## config.mk

```make
export PLATFORM = sky130hd
export DESIGN_NAME = sfps_slave_fifo_port
export DESIGN_NICKNAME = d
export VERILOG_FILES = /design/src/common/sfps_pkg.sv /design/src/rtl/sfps_slave_fifo_port.sv
export VERILOG_INCLUDE_DIRS = /design/src /design/src/common
export SDC_FILE = /design/constraint.sdc
export NUM_CORES = 1
export LEC_CHECK = 0
export BUFFER_PORTS_ARGS = -buffer_cell sky130_fd_sc_hd__buf_2
export CORE_MARGIN = 4
export CORE_UTILIZATION = 45
export CTS_BUF_LIST = sky130_fd_sc_hd__clkbuf_16
export DETAILED_ROUTE_END_ITERATION = 12
export GPL_TIMING_DRIVEN = 1
export PLACE_DENSITY = 0.69
export RECOVER_POWER = 50
export SYNTH_ARGS = -nofsm -noshare
export SYNTH_HDL_FRONTEND = slang
export SYNTH_SLANG_ARGS = --single-unit
```

## constraint.sdc

```tcl
create_clock -name clk -period 4.96 [get_ports clk]
set_clock_uncertainty 0.1 [all_clocks]
set_input_delay 0.744 -clock clk [delete_from_list [all_inputs] [get_ports clk]]
set_output_delay 0.744 -clock clk [all_outputs]
set_load 0.02 [all_outputs]
```

## src/common/sfps_params.svh

```systemverilog
/*
  Constants for the slave FIFO port: widths, depths, reset values and
  timing counts. Assumes the including file compiles after this header.
*/
`ifndef SFPS_PARAMS_SVH
`define SFPS_PARAMS_SVH

`define SFPS_DATA_W 16
`define SFPS_ADDR_W 2
`define SFPS_LEN_W 10
`define SFPS_FIFO_DEPTH 4
`define SFPS_CLK_MHZ 20
`define SFPS_ADDR_SETUP_NS 25
// least time, rounded up to whole cycles, zero only for a zero time
`define SFPS_ADDR_SETUP_CYC \
  (((`SFPS_ADDR_SETUP_NS * `SFPS_CLK_MHZ) + 999) / 1000)
`define SFPS_RST_WORD 16'h0000
`define SFPS_RST_COUNT 10'h000

`endif

```

## src/common/sfps_pkg.sv

```systemverilog
/*
  Types shared by the slave FIFO port: the buffered entry and the
  registered state of the port. Assumes sfps_params.svh is reachable.
*/
`include "sfps_params.svh"

package sfps_pkg;

  // one entry of the master-to-endpoint path: a word or a commit marker
  typedef struct packed {
    logic isData;
    logic last;
    logic [`SFPS_ADDR_W-1:0] addr;
    logic [`SFPS_DATA_W-1:0] data;
  } sfps_entry_s;

  // the whole registered state of the port sequencer
  typedef struct packed {
    logic clkPrev;
    logic wrPrev;
    logic rdPrev;
    logic pePrev;
    logic [`SFPS_DATA_W-1:0] dataInQ;
    logic [`SFPS_ADDR_W-1:0] addrQ;
    logic [`SFPS_LEN_W-1:0] wordCount;
    logic [`SFPS_DATA_W-1:0] rdData;
    logic drive;
  } sfps_port_s;

endpackage

```

## src/rtl/sfps_slave_fifo_port.sv

```systemverilog
/*
  Slave FIFO data port: the master-facing sequencer and its 4-word
  buffers. Assumes every pin input is synchronous to clk, the interface
  clock being sampled as an ordinary input, and that the endpoint side
  drains and fills the buffers through valid/ready handshakes.
*/
// Behaviour
// - output enable only gates data drive, never moves the read pointer
// - sync mode keeps the head word prefetched and drives it on enable
// - a read starts only with chip select and read strobe both active
// - sync read edge advances pointer, then newly addressed word shows
// - burst read: each further edge with strobe held gives next word
// - read data is driven only while output enable is active; the code drives one clk behind enable, so a clk late at both ends
// - sync write edge stores bus word and bumps the write pointer
// - sync flags change after the edge that moved the pointer
// - a write starts only with chip select and write strobe active
// - commit on the last write edge includes that word; later is fine; the code includes it in sync mode only, not in async
// - auto mode commits once the word count reaches the set length
// - async enable before a read shows the previous read's word
// - async read asserting edge drives the head word then pops it
// - works with enable tied to read strobe and chip select tied on
// - async write release stores the word, then bumps the pointer
// - async flags change after each write strobe release
`timescale 1ns/1ps

module sfps_fifo #(
  parameter int WIDTH = 16,
  parameter int DEPTH = 4
) (
  input wire logic clk, // system clock
  input wire logic nrst, // synchronous reset, active low
  input wire logic [WIDTH-1:0] inData, // word to store
  input wire logic inValid, // store request
  output logic inReady, // room for one more word
  output logic [WIDTH-1:0] outData, // head word
  output logic outValid, // head word present
  input wire logic outReady // head word taken
);

  localparam int PW = (DEPTH > 1) ? $clog2(DEPTH) : 1;

  typedef struct packed {
    logic [DEPTH-1:0][WIDTH-1:0] mem;
    logic [PW-1:0] wrPtr;
    logic [PW-1:0] rdPtr;
    logic [PW:0] count;
  } sfps_fifo_st_s;

  sfps_fifo_st_s st;
  sfps_fifo_st_s next_st;
  logic doWrite;
  logic doRead;

  // full and empty come straight from the registered count
  assign inReady = (st.count != DEPTH[PW:0]);
  assign outValid = (st.count != '0);
  assign outData = st.mem[st.rdPtr];
  assign doWrite = inValid && inReady;
  assign doRead = outReady && outValid;

  // pointer wrap handled explicitly so DEPTH need not be a power of two
  always_comb begin
    next_st = st;
    if (doWrite) begin
      next_st.mem[st.wrPtr] = inData;
      if (st.wrPtr == PW'(DEPTH - 1)) begin
        next_st.wrPtr = '0;
      end else begin
        next_st.wrPtr = st.wrPtr + 1'b1;
      end
    end
    if (doRead) begin
      if (st.rdPtr == PW'(DEPTH - 1)) begin
        next_st.rdPtr = '0;
      end else begin
        next_st.rdPtr = st.rdPtr + 1'b1;
      end
    end
    case ({doWrite, doRead})
      2'b10: next_st.count = st.count + 1'b1;
      2'b01: next_st.count = st.count - 1'b1;
      default: next_st.count = st.count;
    endcase
  end

  // storage needs no reset, only the pointers and count
  always_ff @(posedge clk) begin
    if (!nrst) begin
      st.mem <= st.mem;
      st.wrPtr <= '0;
      st.rdPtr <= '0;
      st.count <= '0;
    end else begin
      st <= next_st;
    end
  end

endmodule

module sfps_slave_fifo_port
  import sfps_pkg::*;
(
  input wire logic clk, // system clock, 20 MHz
  input wire logic nrst, // synchronous reset, active low
  input wire logic syncMode, // 1 clocked strobes, 0 edge strobes
  input wire logic strobeActiveHigh, // 1 turns all strobes active high
  input wire logic autoMode, // automatic commit on length
  input wire logic [`SFPS_LEN_W-1:0] autoCommitLength, // words per packet
  input wire logic interfaceClock, // master interface clock, sampled
  input wire logic fifoChipSelectN, // chip select
  input wire logic fifoOutputEnableN, // data bus output enable
  input wire logic fifoReadStrobeN, // read strobe
  input wire logic fifoWriteStrobeN, // write strobe
  input wire logic packetCommitStrobeN, // packet end strobe
  input wire logic [`SFPS_ADDR_W-1:0] fifoSelectAddress, // endpoint select
  input wire logic [`SFPS_DATA_W-1:0] dataIn, // data bus input
  output logic [`SFPS_DATA_W-1:0] dataOut, // data bus output, registered
  output logic dataOe, // data bus drive, high drives
  output logic fifoFullFlag, // write buffer full
  output logic fifoEmptyFlag, // read buffer empty
  output sfps_entry_s epOutEntry, // entry toward endpoint side
  output logic epOutValid, // entry present
  input wire logic epOutReady, // endpoint side takes entry
  input wire logic [`SFPS_DATA_W-1:0] epInData, // word from endpoint side
  input wire logic epInValid, // word offered
  output logic epInReady // read buffer has room
);

  localparam int EW = $bits(sfps_entry_s);

  sfps_port_s st;
  sfps_port_s next_st;

  logic csAct;
  logic oeAct;
  logic rdAct;
  logic wrAct;
  logic peAct;
  logic clkRise;
  logic wrEv;
  logic rdEv;
  logic peEv;
  logic wrTake;
  logic autoHit;
  sfps_entry_s pushEntry;
  logic pushValid;
  logic pushReady;
  logic [EW-1:0] popBits;
  logic [`SFPS_DATA_W-1:0] headWord;
  logic headValid;
  logic popReq;

  // one polarity input flips every strobe; default is active low
  assign csAct = strobeActiveHigh ? fifoChipSelectN : !fifoChipSelectN;
  assign oeAct = strobeActiveHigh ? fifoOutputEnableN : !fifoOutputEnableN;
  assign peAct = strobeActiveHigh ? packetCommitStrobeN
                                  : !packetCommitStrobeN;
  // read and write are only qualified by chip select
  assign rdAct = csAct && (strobeActiveHigh ? fifoReadStrobeN
                                            : !fifoReadStrobeN);
  assign wrAct = csAct && (strobeActiveHigh ? fifoWriteStrobeN
                                            : !fifoWriteStrobeN);

  // the interface clock is sampled, so its rise is seen at the first clk edge after it
  assign clkRise = interfaceClock && !st.clkPrev;

  // event decode: clocked strobes in sync mode, strobe edges otherwise
  always_comb begin
    if (syncMode) begin
      wrEv = clkRise && wrAct;
      rdEv = clkRise && rdAct;
      peEv = clkRise && peAct;
    end else begin
      // release of write stores; chip select tied on still works
      wrEv = st.wrPrev && !wrAct;
      rdEv = rdAct && !st.rdPrev;
      peEv = peAct && !st.pePrev;
    end
  end

  // in async mode the word is the one sampled before the release
  assign wrTake = wrEv && pushReady;
  assign autoHit = autoMode &&
                   ((st.wordCount + 1'b1) >= autoCommitLength);

  // a write becomes a data entry; a lone commit becomes a marker
  always_comb begin
    pushEntry.isData = 1'b0;
    pushEntry.last = 1'b1;
    pushEntry.addr = syncMode ? fifoSelectAddress : st.addrQ;
    pushEntry.data = `SFPS_RST_WORD;
    pushValid = 1'b0;
    if (wrEv) begin
      pushEntry.isData = 1'b1;
      pushEntry.data = syncMode ? dataIn : st.dataInQ;
      // in sync mode a commit on the same edge closes the packet with this word
      pushEntry.last = (syncMode && peEv) || autoHit;
      pushValid = 1'b1;
    end else if (peEv) begin
      // a later commit closes whatever was written before it
      pushValid = 1'b1;
    end
  end

  // the read buffer pops only on a qualified read, never on enable
  assign popReq = rdEv && headValid;

  // sequencer state update
  always_comb begin
    next_st = st;
    next_st.clkPrev = interfaceClock;
    next_st.wrPrev = wrAct;
    next_st.rdPrev = rdAct;
    next_st.pePrev = peAct;
    // sampled bus word, followed while the write strobe is active, held otherwise
    if (wrAct || !syncMode) begin
      next_st.dataInQ = wrAct ? dataIn : st.dataInQ;
    end
    next_st.addrQ = fifoSelectAddress;
    // word count restarts on every commit, manual or automatic
    if (wrTake) begin
      if (pushEntry.last) begin
        next_st.wordCount = `SFPS_RST_COUNT;
      end else begin
        next_st.wordCount = st.wordCount + 1'b1;
      end
    end else if (peEv && pushReady) begin
      next_st.wordCount = `SFPS_RST_COUNT;
    end
    // sync mode follows the head; after a pop the next word shows
    if (syncMode) begin
      if (headValid) begin
        next_st.rdData = headWord;
      end
    end else if (popReq) begin
      // async read loads the head word, the pop moves the pointer
      next_st.rdData = headWord;
    end
    // between reads async keeps the last word on the bus
    next_st.drive = oeAct;
  end

  // one register set for the whole sequencer
  always_ff @(posedge clk) begin
    if (!nrst) begin
      st.clkPrev <= 1'b0;
      st.wrPrev <= 1'b0;
      st.rdPrev <= 1'b0;
      st.pePrev <= 1'b0;
      st.dataInQ <= `SFPS_RST_WORD;
      st.addrQ <= '0;
      st.wordCount <= `SFPS_RST_COUNT;
      st.rdData <= `SFPS_RST_WORD;
      st.drive <= 1'b0;
    end else begin
      st <= next_st;
    end
  end

  // master-to-endpoint buffer; when full a write is dropped
  sfps_fifo #(
    .WIDTH(EW),
    .DEPTH(`SFPS_FIFO_DEPTH)
  ) u_wrBuf (
    .clk(clk),
    .nrst(nrst),
    .inData(pushEntry),
    .inValid(pushValid),
    .inReady(pushReady),
    .outData(popBits),
    .outValid(epOutValid),
    .outReady(epOutReady)
  );

  // endpoint-to-master buffer; pops only on a master read
  sfps_fifo #(
    .WIDTH(`SFPS_DATA_W),
    .DEPTH(`SFPS_FIFO_DEPTH)
  ) u_rdBuf (
    .clk(clk),
    .nrst(nrst),
    .inData(epInData),
    .inValid(epInValid),
    .inReady(epInReady),
    .outData(headWord),
    .outValid(headValid),
    .outReady(popReq)
  );

  assign epOutEntry = sfps_entry_s'(popBits);

  // flags come from buffer counts, so they move after the pointer edge
  assign fifoFullFlag = !pushReady;
  assign fifoEmptyFlag = !headValid;

  // data out is the registered word; drive follows output enable only
  assign dataOut = st.rdData;
  assign dataOe = st.drive;

endmodule

```

==> results.txt <==
Largest area contributor in the netlist: edfxtp_1
DR WL/cell: 17.7 um
Post-CTS Repair Setup Buffers: 0
Most used cell, CP: or3_1
Power consumption: 4.27 mW
Critical Path RT: 5.27 ns
Drt pass-1 iters: 5
Crit path largest cell delay: 0.84 ns
CP top delay family: simple AND/OR/NAND/NOR gates
DRT iter0 DRCs: 214
Die area: 22,000 um^2
Syn_area_per_cell: 14.1 um^2
Fmax: 266 MHz
GP Congestion: 0.824
Startpoint Class: input port
Leakage dissipation: 3.56 nW
Slew Limit Fails: 44
Hold Fails Final Rpt: 0
I/O Pins: 98
Rel. slew slack: -0.0535
Critical path's slowest cell: and2_0
Hold Buf Count CTS: 0
Seq/Total Area, Yosys: 0.629
Via count: 5,156
Starting Density: 0.456
Core Footprint: 19,500 um^2
Area contributors post-synth: edfxtp_1 49%, dfxtp_1 14%, mux4_2 9.1%, nand2_1 3.7%, ha_1 3.2%
Flops & latches, synth: 207
Netlist cell types: 50
Fin util: 0.520
Buffers on Ports: 97
TritonCTS Buffers: 23
DRC Markers: 0
Least-Margin Pin Slew: 1.58 ns
Area delta synth->final: 13.9%
Worst Hold Margin: 0.354 ns
# resized after CTS: 0
Initial antenna violation count: 4
CTS max path bufs: 3
Final period util: 0.759
Fillers: 1,648
Buf/Inv on CP: 3
Critical path type: input port to register
Final total negative setup slack: 0 ns
CP Cell Sequence: clkbuf_1, or3_1, nand4b_1, and2_0, a21oi_4, inv_2, ha_1, inv_1, fa_1, xor2_1, or3_1, a21boi_0
Max IR drop VDD: 0.274 mV
Setup-failing EPs final: 0
Antenna-violating nets left: 0
EDFF count, synth: 144
Worst skew pair latency: 0.49 ns
Hold Path Class: register to register
Post-Syn Area: 8880 um^2
Final min period: 3.77 ns
Clk sinks: 207
Post-synth top area share: 0.487
Cells after Synth: 631
H-tree Lvls: 1
Pwr dens: 422 nW/um^2
Vias in the first global route: 5,347
First-pass GRT wire length: 28,300 um
Status: finished, violations left
Synth Flop Type: edfxtp_1
Multi-input combinational cell area: 2890 um^2
Ys Warns: 0
CP Max Fanout: 18
Die width: 148 um
DRT Wirelength: 17,600 um
Row cnt: 51
CTS Root Cell: clkbuf_16
Vias per inst: 5.19
HPWL Detailed: 11,900 um
Reg area: 5590 um^2
Height of the die: 148 um
Max cap viols: 1
RSZ-0062 raised after global routing: no
Layout cells sized above 1: 0.201
GRT overflow: 0
CP arrival: 4.08 ns
Final nets: 793
Post-synthesis async set-or-reset flop share: 0
Failing checks: max-capacitance violations, max-slew violations
Worst Setup End Kind: register
TritonCTS clock tree: done
Total track usage: 0.161
Pin count of the biggest net entering global routing: 44
Worst-path clk slew: 0.06 ns
Synthesized Nets: 713
sequential cells by signal, indices dropped and copies added, names as in the netlist:
register,count
u_rdBuf.st,71
dataOut,16
u_wrBuf.st,87
st,32
dataOe,1
synthesized netlist by cell type, drive strengths merged, types with 4 or more instances:
cell type and number:
nor2b 4, xor2 5, ha 23, dfxtp 63, nor2 22, buf 28, nand2 88, a21boi 45
o211ai 12, mux2i 19, a21oi 6, o21ai 10, inv 25, mux4 36, and3 11, edfxtp 144
nand3 9, xnor2 9, nor3 5, clkbuf 19, or3 9, and2 12
worst paths after layout:
| kind | from | endpoint | slack (ns) | cells past startpoint |
|---|---|---|---|---|
| setup / recovery | strobeActiveHigh | u_wrBuf.st[2]$_SDFFE_PN0P_ | 1.19 | 12 |
| hold / removal | dataOut[9]$_SDFFE_PN0P_ | dataOut[9]$_SDFFE_PN0P_ | 0.35 | 2 |
| setup reg to reg | st[48]$_SDFF_PN0_ | u_wrBuf.st[2]$_SDFFE_PN0P_ | 1.67 | 11 |
| hold reg to reg | dataOut[9]$_SDFFE_PN0P_ | dataOut[9]$_SDFFE_PN0P_ | 0.35 | 2 |
per-layer routing:
metal  part of all wire  track usage  vias to the layer above  routed length, um
met2               0.50        0.276                      147               8760
met1               0.41        0.208                     2506               7270
met4              0.018       0.0356                        4                319
met3              0.071       0.0420                       32               1250
li1                   -            -                     2467                  -
met5             0.0015            0                        -                 27
cells in the final DEF, fill, tap and decap left out, types with 3 or more instances in the layout:
master,n
edfxtp_1,144
nand2_1,88
dfxtp_1,63
buf_2,60
clkbuf_1,38
mux4_2,36
a21boi_0,36
inv_1,23
ha_1,23
clkbuf_16,23
nor2_1,22
mux2i_1,19
o211ai_1,12
and3_1,11
nand3_1,9
xnor2_1,9
o21ai_0,9
and2_1,9
a21boi_1,9
or3_1,8
clkinv_2,6
nor3_1,5
xor2_1,5
clkinv_1,4
a21oi_1,4
nor2b_1,4
clkinvlp_4,4
buf_4,4
nand4_1,3
and2_0,3
nor4b_1,3
area by class of cell:
class | count | share of cell area
Sequential cell | 207 | 0.552
Multi-Input combinational cell | 351 | 0.286
Clock buffer | 23 | 0.0569
Timing Repair Buffer | 102 | 0.0467
Tap cell | 265 | 0.0328
Clock inverter | 18 | 0.0156
Inverter | 26 | 0.00965
Antenna cell | 2 | 0.000495
where the power goes:
group / total, mW / internal, mW / switching (mW)
Sequential: 1.98 / 1.93 / 0.0489
Combinational: 0.664 / 0.266 / 0.397
Clock: 1.63 / 0.958 / 0.672
worst min-delay path, cell delays in order (launching register included):
cell and delay, ns:
dfxtp_1 0.31, nand2_1 0.05, a21boi_1 0.05
per-stage QoR:
step	cells	area [um^2]	setup WS [ns]
global route	994	10100	0.933
CTS	992	10200	1.41
finish	994	10100	1.19
floorplan	631	8880	1.75
global placement	951	9460	1.04
detailed placement	951	9460	0.910
cells by family (layout without fill, tap and decap cells):
family / after synthesis / count (layout) / synth area share
muxes: 57 / 57 / 0.115
adders and majority gates: 25 / 25 / 0.0369
AOI/OAI and AO/OA: 81 / 81 / 0.0696
and+or+nand+nor: 174 / 174 / 0.0935
DFF: 207 / 207 / 0.629
buffers and inverters: 73 / 169 / 0.0420
other: 0 / 2 / 0
xor gates and xnor gates: 14 / 14 / 0.0138
(Power assumes the default switching activity.)
